**config.mk**
```make
export PLATFORM = sky130hd
export DESIGN_NAME = bes_core
export DESIGN_NICKNAME = d
export VERILOG_FILES = /design/src/design/bes_core.v
export VERILOG_INCLUDE_DIRS = /design/src /design/src/design
export SDC_FILE = /design/constraint.sdc
export NUM_CORES = 1
export LEC_CHECK = 0
export ABC_CLOCK_PERIOD_IN_PS = 2000
export BUFFER_PORTS_ARGS = -buffer_cell sky130_fd_sc_hd__buf_2
export CORE_AREA = 2 2 107 109
export CTS_BUF_LIST = sky130_fd_sc_hd__clkbuf_2
export CTS_CLUSTER_DIAMETER = 120
export DETAILED_ROUTE_END_ITERATION = 8
export DIE_AREA = 0 0 109 111
export PLACE_DENSITY = 0.82
export SYNTH_ARGS = -nofsm -noshare
export SYNTH_HDL_FRONTEND = slang
export SYNTH_SLANG_ARGS = --single-unit
```
**constraint.sdc**
```tcl
create_clock -name clk_sys_in -period 2 [get_ports clk_sys_in]
set_input_delay 0.4 -clock clk_sys_in [delete_from_list [all_inputs] [get_ports clk_sys_in]]
set_output_delay 0.4 -clock clk_sys_in [all_outputs]
set_load 0.02 [all_outputs]
```
**src/design/bes_defines.vh**
```
`ifndef BES_DEFINES_VH
`define BES_DEFINES_VH
// register byte offsets
`define BES_REG_CTRL 4'h0
`define BES_REG_STATUS 4'h4
`define BES_REG_TXN 4'h8
`define BES_REG_SNOOP 4'hC
// control register fields
`define BES_CTRL_MCE 0
`define BES_CTRL_CSE 1
// status register fields
`define BES_ST_MCHK 0
`define BES_ST_CSTOP 1
`define BES_ST_ERR 2
`define BES_ST_BUSY 3
// transfer type codes, bits 0..3
`define BES_TT_WRITE_SB 4'h1
`define BES_TT_WRITE_MASK 4'h7
`define BES_TT_READ 4'hA
`define BES_TT_READ_WITH_INTENT_TO_MODIFY 4'hE
`define BES_TT_PUSH 4'h6
// page attribute code for coherent write-back cacheable
`define BES_WIM_COHERENT 3'h1
// burst beats
`define BES_BURST_BEATS 3'h4
`define BES_SINGLE_BEATS 3'h1
// reset values
`define BES_CTRL_RST 2'h0
`endif
```
**src/design/bes_core.v**
```verilog
// Functional notes
// - bus error ends tenure, ignores later acks
// - bus error raises machine check or checkstop (code raises neither when both control enables are clear)
// - machine check enable gates; checkstop enable overrides
// - already delivered data is never invalidated
// - faulting address is not captured
// - error report is asynchronous, not precise
// - global follows translation coherency bit
// - snoop only when start and global coincide
// - non-global snoop never changes cache
// - qualified snoop compares tags, hit follows MESI
// - store to clean non-global line no broadcast
// - copy-back, push, table search driven non-global (code does so for the snoop push only)
// - reads output three-bit replaced way code
// - way code valid only during bursts
// - bidirectional signals released between tenures
// - single-beat write type pattern x001
// - data retry ignored for write transfers
// - burst read first beat is critical quad
//
// Added by the designer: register access over Wishbone and the address map.
`timescale 1ns/1ps
`include "bes_defines.vh"
module bes_core #(
	parameter ADDR_W = 32
) (
	// clock and reset
	input wire clk_sys_in,
	input wire reset_in,
	// wishbone slave
	input wire wb_cyc_in,
	input wire wb_stb_in,
	input wire wb_we_in,
	input wire [3:0] wb_adr_in,
	input wire [3:0] wb_sel_in,
	input wire [31:0] wb_dat_in,
	output reg [31:0] wb_dat_out,
	output reg wb_ack_out,
	// request from core side
	input wire req_valid_in,
	input wire req_read_in,
	input wire req_burst_in,
	input wire req_read_with_intent_to_modify_in,
	input wire req_coherent_in,
	input wire req_no_tlb_in,
	input wire req_clean_hit_in,
	input wire [2:0] req_way_in,
	input wire [ADDR_W-1:0] req_addr_in,
	// bus address side
	output reg [ADDR_W-1:0] addr_out,
	output reg addr_oe_n_out,
	output reg transfer_start_out,
	output reg transfer_start_oe_n_out,
	output reg [3:0] transfer_type_bits_out,
	output reg tt_oe_n_out,
	output reg burst_out,
	output reg global_indication_out,
	output reg global_indication_oe_n_out,
	input wire global_indication_in,
	input wire transfer_start_in,
	input wire [ADDR_W-1:0] addr_in,
	output reg address_retry_out,
	output reg address_retry_oe_n_out,
	output reg [2:0] replaced_way_code_out,
	// bus data tenure
	input wire data_bus_grant_in,
	input wire transfer_ack_in,
	input wire data_retry_in,
	input wire bus_error_ack_in,
	output reg data_bus_busy_out,
	output reg data_bus_busy_oe_n_out,
	output reg beat_valid_out,
	output reg txn_done_out,
	// snoop tag port
	output reg snoop_lookup_out,
	output reg [ADDR_W-1:0] snoop_addr_out,
	input wire snoop_hit_in,
	input wire snoop_modified_in,
	output reg snoop_inval_out,
	// exception side
	output reg machine_check_out,
	output reg checkstop_out
);
	// sequencer states; a snoop push waits for its data grant in S_PUSHD
	localparam S_IDLE = 3'h0;
	localparam S_ADDR = 3'h1;
	localparam S_WAITDG = 3'h2;
	localparam S_DATA = 3'h3;
	localparam S_PUSHA = 3'h4;
	localparam S_PUSHD = 3'h5;

	// sequencer, tenure, error and snoop state
	reg [2:0] state_ff, nxt_state;
	reg [1:0] ctrl_ff;
	reg err_ff;
	reg rd_ff;
	reg [2:0] beats_ff;
	reg ack_prev_ff;
	reg pend_ff;
	reg push_pend_ff;
	reg [ADDR_W-1:0] push_addr_ff;
	reg snoop_q_ff;
	reg [ADDR_W-1:0] snoop_a_ff;

	// wishbone decode
	wire wb_req = wb_cyc_in & wb_stb_in & ~wb_ack_out;
	// a write lands on the edge at which the master sees ack
	wire wb_wr = wb_cyc_in & wb_stb_in & wb_ack_out & wb_we_in & wb_sel_in[0];
	// bus-side events
	wire err_evt = (state_ff == S_DATA) & bus_error_ack_in;
	wire last_beat = transfer_ack_in & (beats_ff == 3'h1);
	wire snoop_qual = transfer_start_in & global_indication_in & addr_oe_n_out;
	wire push_trig = snoop_q_ff & snoop_hit_in & snoop_modified_in;

	// transfer type selection
	function [3:0] bes_tt;
		input rd;
		input read_with_intent_to_modify;
		input burst;
		begin
			if (!rd)
				bes_tt = burst ? `BES_TT_PUSH : `BES_TT_WRITE_SB;
			else if (read_with_intent_to_modify)
				bes_tt = `BES_TT_READ_WITH_INTENT_TO_MODIFY;
			else
				bes_tt = `BES_TT_READ;
		end
	endfunction

	// bus sequencer next state
	always @*
	begin
		nxt_state = state_ff;
		case (state_ff)
			S_IDLE:
				// after a bus error nothing more runs until reset
				if (err_ff)
					nxt_state = S_IDLE;
				else if (push_pend_ff)
					nxt_state = S_PUSHA;
				else if (req_valid_in && !(req_clean_hit_in && !req_coherent_in && !req_read_in))
					nxt_state = S_ADDR;
			S_ADDR: nxt_state = S_WAITDG;
			S_WAITDG:
				if (data_bus_grant_in)
					nxt_state = S_DATA;
			// an error ends the tenure at once; later acks find the sequencer idle
			S_DATA:
				if (err_evt)
					nxt_state = S_IDLE;
				else if (last_beat)
					nxt_state = S_IDLE;
			S_PUSHA: nxt_state = S_PUSHD;
			// the push waits for its data bus grant like any other tenure
			S_PUSHD:
				if (data_bus_grant_in)
					nxt_state = S_DATA;
			default: nxt_state = S_IDLE;
		endcase
	end

	// sequencer state register
	always @(posedge clk_sys_in)
	begin
		if (reset_in)
			state_ff <= S_IDLE;
		else
			state_ff <= nxt_state;
	end

	// beat counter and direction of the tenure being run
	always @(posedge clk_sys_in)
	begin
		if (reset_in)
		begin
			beats_ff <= 3'h0;
			rd_ff <= 1'b0;
		end
		else if (nxt_state == S_ADDR)
		begin
			rd_ff <= req_read_in;
			beats_ff <= req_burst_in ? `BES_BURST_BEATS : `BES_SINGLE_BEATS;
		end
		else if (nxt_state == S_PUSHA)
		begin
			// a snoop push is always a four-beat write
			rd_ff <= 1'b0;
			beats_ff <= `BES_BURST_BEATS;
		end
		else if (state_ff == S_DATA && transfer_ack_in && !err_evt)
			beats_ff <= beats_ff - 3'h1;
	end

	// read data pipeline: a beat is forwarded once data retry stays low
	always @(posedge clk_sys_in)
	begin
		if (reset_in)
		begin
			ack_prev_ff <= 1'b0;
			pend_ff <= 1'b0;
		end
		else
		begin
			// writes never look at data retry
			ack_prev_ff <= (state_ff == S_DATA) & transfer_ack_in & rd_ff;
			// a retried beat waits here until retry is negated, so it counts once
			pend_ff <= (ack_prev_ff | pend_ff) & data_retry_in & rd_ff;
		end
	end

	// bus error: sticky error, then checkstop or machine check per control
	always @(posedge clk_sys_in)
	begin
		if (reset_in)
		begin
			err_ff <= 1'b0;
			machine_check_out <= 1'b0;
			checkstop_out <= 1'b0;
		end
		else if (err_evt)
		begin
			// recovery only by reset; no address is kept
			err_ff <= 1'b1;
			if (ctrl_ff[`BES_CTRL_CSE])
				checkstop_out <= 1'b1;
			else if (ctrl_ff[`BES_CTRL_MCE])
				machine_check_out <= 1'b1;
		end
	end

	// data beat forwarding; earlier beats are kept even after an error
	always @(posedge clk_sys_in)
	begin
		if (reset_in)
		begin
			beat_valid_out <= 1'b0;
			txn_done_out <= 1'b0;
		end
		else
		begin
			beat_valid_out <= (ack_prev_ff | pend_ff) & ~data_retry_in & rd_ff;
			// a push ends in S_DATA as well, so it reports done too
			txn_done_out <= (state_ff == S_DATA) & (last_beat | err_evt);
		end
	end

	// address tenure drive and release
	always @(posedge clk_sys_in)
	begin
		if (reset_in)
		begin
			addr_out <= {ADDR_W{1'b0}};
			addr_oe_n_out <= 1'b1;
			transfer_start_out <= 1'b0;
			transfer_start_oe_n_out <= 1'b1;
			transfer_type_bits_out <= 4'h0;
			tt_oe_n_out <= 1'b1;
			burst_out <= 1'b0;
			global_indication_out <= 1'b0;
			global_indication_oe_n_out <= 1'b1;
			replaced_way_code_out <= 3'h0;
		end
		else
		begin
			transfer_start_out <= (nxt_state == S_ADDR) | (nxt_state == S_PUSHA);
			if (nxt_state == S_ADDR)
			begin
				addr_out <= req_addr_in;
				transfer_type_bits_out <= bes_tt(req_read_in, req_read_with_intent_to_modify_in, req_burst_in);
				burst_out <= req_burst_in;
				global_indication_out <= req_coherent_in & ~req_no_tlb_in;
				replaced_way_code_out <= (req_read_in & req_burst_in) ? req_way_in : 3'h0;
			end
			else if (nxt_state == S_PUSHA)
			begin
				addr_out <= push_addr_ff;
				transfer_type_bits_out <= bes_tt(1'b0, 1'b0, 1'b1);
				burst_out <= 1'b1;
				global_indication_out <= 1'b0;
				replaced_way_code_out <= 3'h0;
			end
			// high impedance outside the address tenure
			addr_oe_n_out <= ~((nxt_state == S_ADDR) | (nxt_state == S_PUSHA));
			transfer_start_oe_n_out <= ~((nxt_state == S_ADDR) | (nxt_state == S_PUSHA));
			tt_oe_n_out <= ~((nxt_state == S_ADDR) | (nxt_state == S_PUSHA));
			global_indication_oe_n_out <= ~((nxt_state == S_ADDR) | (nxt_state == S_PUSHA));
		end
	end

	// data bus busy during data tenure, dropped on error
	always @(posedge clk_sys_in)
	begin
		if (reset_in)
		begin
			data_bus_busy_out <= 1'b0;
			data_bus_busy_oe_n_out <= 1'b1;
		end
		else
		begin
			// busy and its enable share the data tenure window
			data_bus_busy_out <= (nxt_state == S_DATA);
			data_bus_busy_oe_n_out <= ~(nxt_state == S_DATA);
		end
	end

	// snoop qualification and tag port
	always @(posedge clk_sys_in)
	begin
		if (reset_in)
		begin
			snoop_q_ff <= 1'b0;
			snoop_a_ff <= {ADDR_W{1'b0}};
			snoop_lookup_out <= 1'b0;
			snoop_addr_out <= {ADDR_W{1'b0}};
			snoop_inval_out <= 1'b0;
			address_retry_out <= 1'b0;
			address_retry_oe_n_out <= 1'b1;
			push_pend_ff <= 1'b0;
			push_addr_ff <= {ADDR_W{1'b0}};
		end
		else
		begin
			snoop_q_ff <= snoop_qual;
			snoop_a_ff <= addr_in;
			snoop_lookup_out <= snoop_qual;
			snoop_addr_out <= addr_in;
			// tag port answers in the same cycle as lookup
			snoop_inval_out <= snoop_q_ff & snoop_hit_in;
			address_retry_out <= push_trig;
			address_retry_oe_n_out <= ~push_trig;
			if (push_trig)
			begin
				push_pend_ff <= 1'b1;
				push_addr_ff <= snoop_a_ff;
			end
			else if (nxt_state == S_PUSHA)
				push_pend_ff <= 1'b0;
		end
	end

	// control register and wishbone answer
	always @(posedge clk_sys_in)
	begin
		if (reset_in)
		begin
			ctrl_ff <= `BES_CTRL_RST;
			wb_ack_out <= 1'b0;
			wb_dat_out <= 32'h0000_0000;
		end
		else
		begin
			wb_ack_out <= wb_req;
			// control write, taken with ack
			if (wb_wr && wb_adr_in == `BES_REG_CTRL)
				ctrl_ff <= wb_dat_in[1:0];
			wb_dat_out <= 32'h0000_0000;
			if (wb_req && !wb_we_in)
				case (wb_adr_in)
					`BES_REG_CTRL: wb_dat_out <= {30'h0, ctrl_ff};
					`BES_REG_STATUS: wb_dat_out <= {28'h0, state_ff != S_IDLE, err_ff, checkstop_out,
						machine_check_out};
					`BES_REG_TXN: wb_dat_out <= {24'h0, replaced_way_code_out, transfer_type_bits_out, burst_out};
					`BES_REG_SNOOP: wb_dat_out <= {31'h0, push_pend_ff};
					default: wb_dat_out <= 32'h0000_0000;
				endcase
		end
	end
endmodule // bes_core

```
==> results.tsv <==
metric	value	unit
CORE AREA	0.0111	sq mm
post-synthesis cell type count	50	
I/O pin total	248	
GRT overflow	0	
hold depth	4	
gpl congestion	0.887	
top-count cell post-synth	dfxtp_1	
critical path class	primary input to register	
mapped cell area	0.00517	sq mm
Ys Warns	0	
setup TNS	-0.0695	ns
post-DP HPWL	9280	um
clk slew on worst S/H paths	0.19	ns
1st-iter DRT viols	211	
Vias/cell	5.02	
Final Skew	0.0216	ns
M1 WL	5660	um
Post-CTS Setup Inserts	0	
Starting Density	46.7	%
CP arrival	2.72	ns
part of the Yosys area used for sequential elements	53.4	%
clock root buffer	clkbuf_2	
CTS Sinks	138	
Synth top area share	53.4	%
vias in the first global route	4522	
most common flop cell mapped by yosys	dfxtp_1	
VDD IR max	593	uV
Startpoint Class	primary input	
R2R depth	5	
H-tree lvl count	4	
Synth area leaders	dfxtp_1, o2bb2ai_2, mux2i_1, a22o_1, buf_4	
layout cells sized above 1	37.4	%
LEAKAGE	0.00336	uW
Yosys reg bits	138	
die extent in y	111	um
crit-path max FO	4	
pin count of the biggest net entering global routing	33	
Max Used Layer	met4	
Max clock buf depth	2	
cells after synthesis	443	
async set-reset flop share out of synthesis	0	%
EDFF count, synth	0	
CP endpoint kind	register	
Antenna Violating Nets Remaining	0	
met2 routed WL	7640	um
max_slew headroom	30.8	%
final std cell area, no fill	0.00735	sq mm
wire length per cell	16.4	um
GRT Total Usage	24.0	%
Post-Place Cell Area	0.00623	sq mm
post-route minimum period	2.07	ns
crit share post-route	103	%
Layout area overhead	42.2	%
DR vias	4437	
Req. time, crit path	2.65	ns
DRT Pass-1 Iters	4	
DIE WIDTH	109	um
antenna violations before repair	2	
routed length on met3	774	um
DRC	0	
max cap viols	0	
I/O Buffers	190	
first-pass GRT wire length	22200	um
post-synth top area cell	dfxtp_1	
die area	0.0121	sq mm
Syn Area/Cell	11.7	sq um
Final Hold Viols	0	
cts bufs inserted	17	
net total in the final layout	853	
clock insertion delay at the later pin of the skew report	0.69	ns
routed wire length	14500	um
slew of the pin with the lowest slew margin	1.04	ns
final setup margin	-0.0695	ns
final setup violation count	1	
PnR Total Power	5730	uW
Post-synth top cells	dfxtp_1, a22o_1, mux2i_1, nor2b_1, buf_4	
max-slew violations	0	
Fmax	483	MHz
failing checks	negative setup slack	
row count	39	
CTS tree	yes	
outcome	finished with violations	
worst min-delay path class	primary input to register	
power per cell area	779	mW/mm^2
-- stage by stage --
stage | instances | worst slack (ns) | hold slack (ns) | utilization, %
floorplan | 466 | 0.184 | 0.449 | -
global placement | 764 | 0.113 | 0.442 | 56.3
detailed placement | 764 | 0.0430 | 0.448 | 56.3
CTS | 879 | 0.0472 | 0.00391 | 66.2
global route | 882 | -0.0231 | 0.00476 | 66.4
finish | 883 | -0.0695 | 0.0820 | 66.4
-- cell usage in the layout (no fill, tap or decap), drive strengths merged, types with 3 or more instances in the layout --
cell / netlist / layout
buf: 43 / 209
dfxtp: 138 / 138
dlygate4sd3: 0 / 84
a22o: 38 / 38
mux2i: 36 / 36
nor2b: 35 / 35
o2bb2ai: 32 / 32
conb: 1 / 24
nor2: 22 / 22
clkbuf: 11 / 17
inv: 11 / 12
nand2: 9 / 9
clkinv: 1 / 9
a21oi: 6 / 6
a31oi: 6 / 6
nand2b: 4 / 4
and2: 4 / 4
bufinv: 0 / 4
nor3: 4 / 4
diode: 0 / 3
nor4: 3 / 3
a22oi: 3 / 3
o21ai: 3 / 3
-- where the power goes --
group | internal [uW] | switching (uW) | leakage [uW] | total [uW]
clock network | 801 | 991 | 0.000156 | 1790
logic | 460 | 547 | 0.00208 | 1010
registers | 2860 | 74.8 | 0.00113 | 2930
-- cell families after synthesis --
kind of cell	share of synthesized area [%]
other cells	0.0725
fa+ha+maj	0.484
compound gates	19.4
simple gates	11.2
flops	53.4
buf+inv	8.49
mux	6.97
-- state kept, by name (all words and copies together) (netlist names), 3 cells and up --
name	flops
addr_out	32
beats_ff	3
push_addr_ff	32
replaced_way_code_out	3
snoop_a_ff	32
state_ff	3
transfer_type_bits_out	3
wb_dat_out	8
-- critical path: stages --
cell and delay, ns:
dlygate4sd3_1 0.53, buf_2 0.11, nand2_1 0.07, dlygate4sd3_1 0.57, nor3_2 0.25, nand2_2 0.13
nor2_1 0.12, dlygate4sd3_1 0.55
-- final cells by class --
class	instances	area [sq um]
clock buffers	17	85.1
flip-flops and latches	138	2760
multi-input cells	262	2090
diodes	3	7.51
clock inverters	15	180
repair buffers	293	2010
fillers	797	3720
inverters	12	45.0
well taps	143	179
-- routing by layer --
layer / GRT usage, % / vias to the layer above
met5: 0 / -
met4: 11.2 / 0
met3: 6.58 / 39
met2: 42.1 / 178
met1: 26.5 / 2105
li1: - / 2115
-- final timing paths --
check                             from  slack, ns                       endpoint
max                          wb_stb_in      -0.07       wb_dat_out[0]$_SDFF_PP0_
min                  data_bus_grant_in       0.08         state_ff[2]$_SDFF_PP0_
max reg2reg        err_ff$_SDFFE_PP0P_       0.11      addr_out[11]$_SDFFE_PP0N_
min reg2reg  snoop_a_ff[17]$_SDFF_PP0_       0.46  push_addr_ff[17]$_SDFFE_PP0P_
-- repair_timing --
action,4_1_cts,5_1_grt
endpoints found under the setup margin,0,3
gates resized for setup,0,2
endpoints found under the hold margin,83,1
hold buffers,83,1
(Power assumes the default switching activity.)
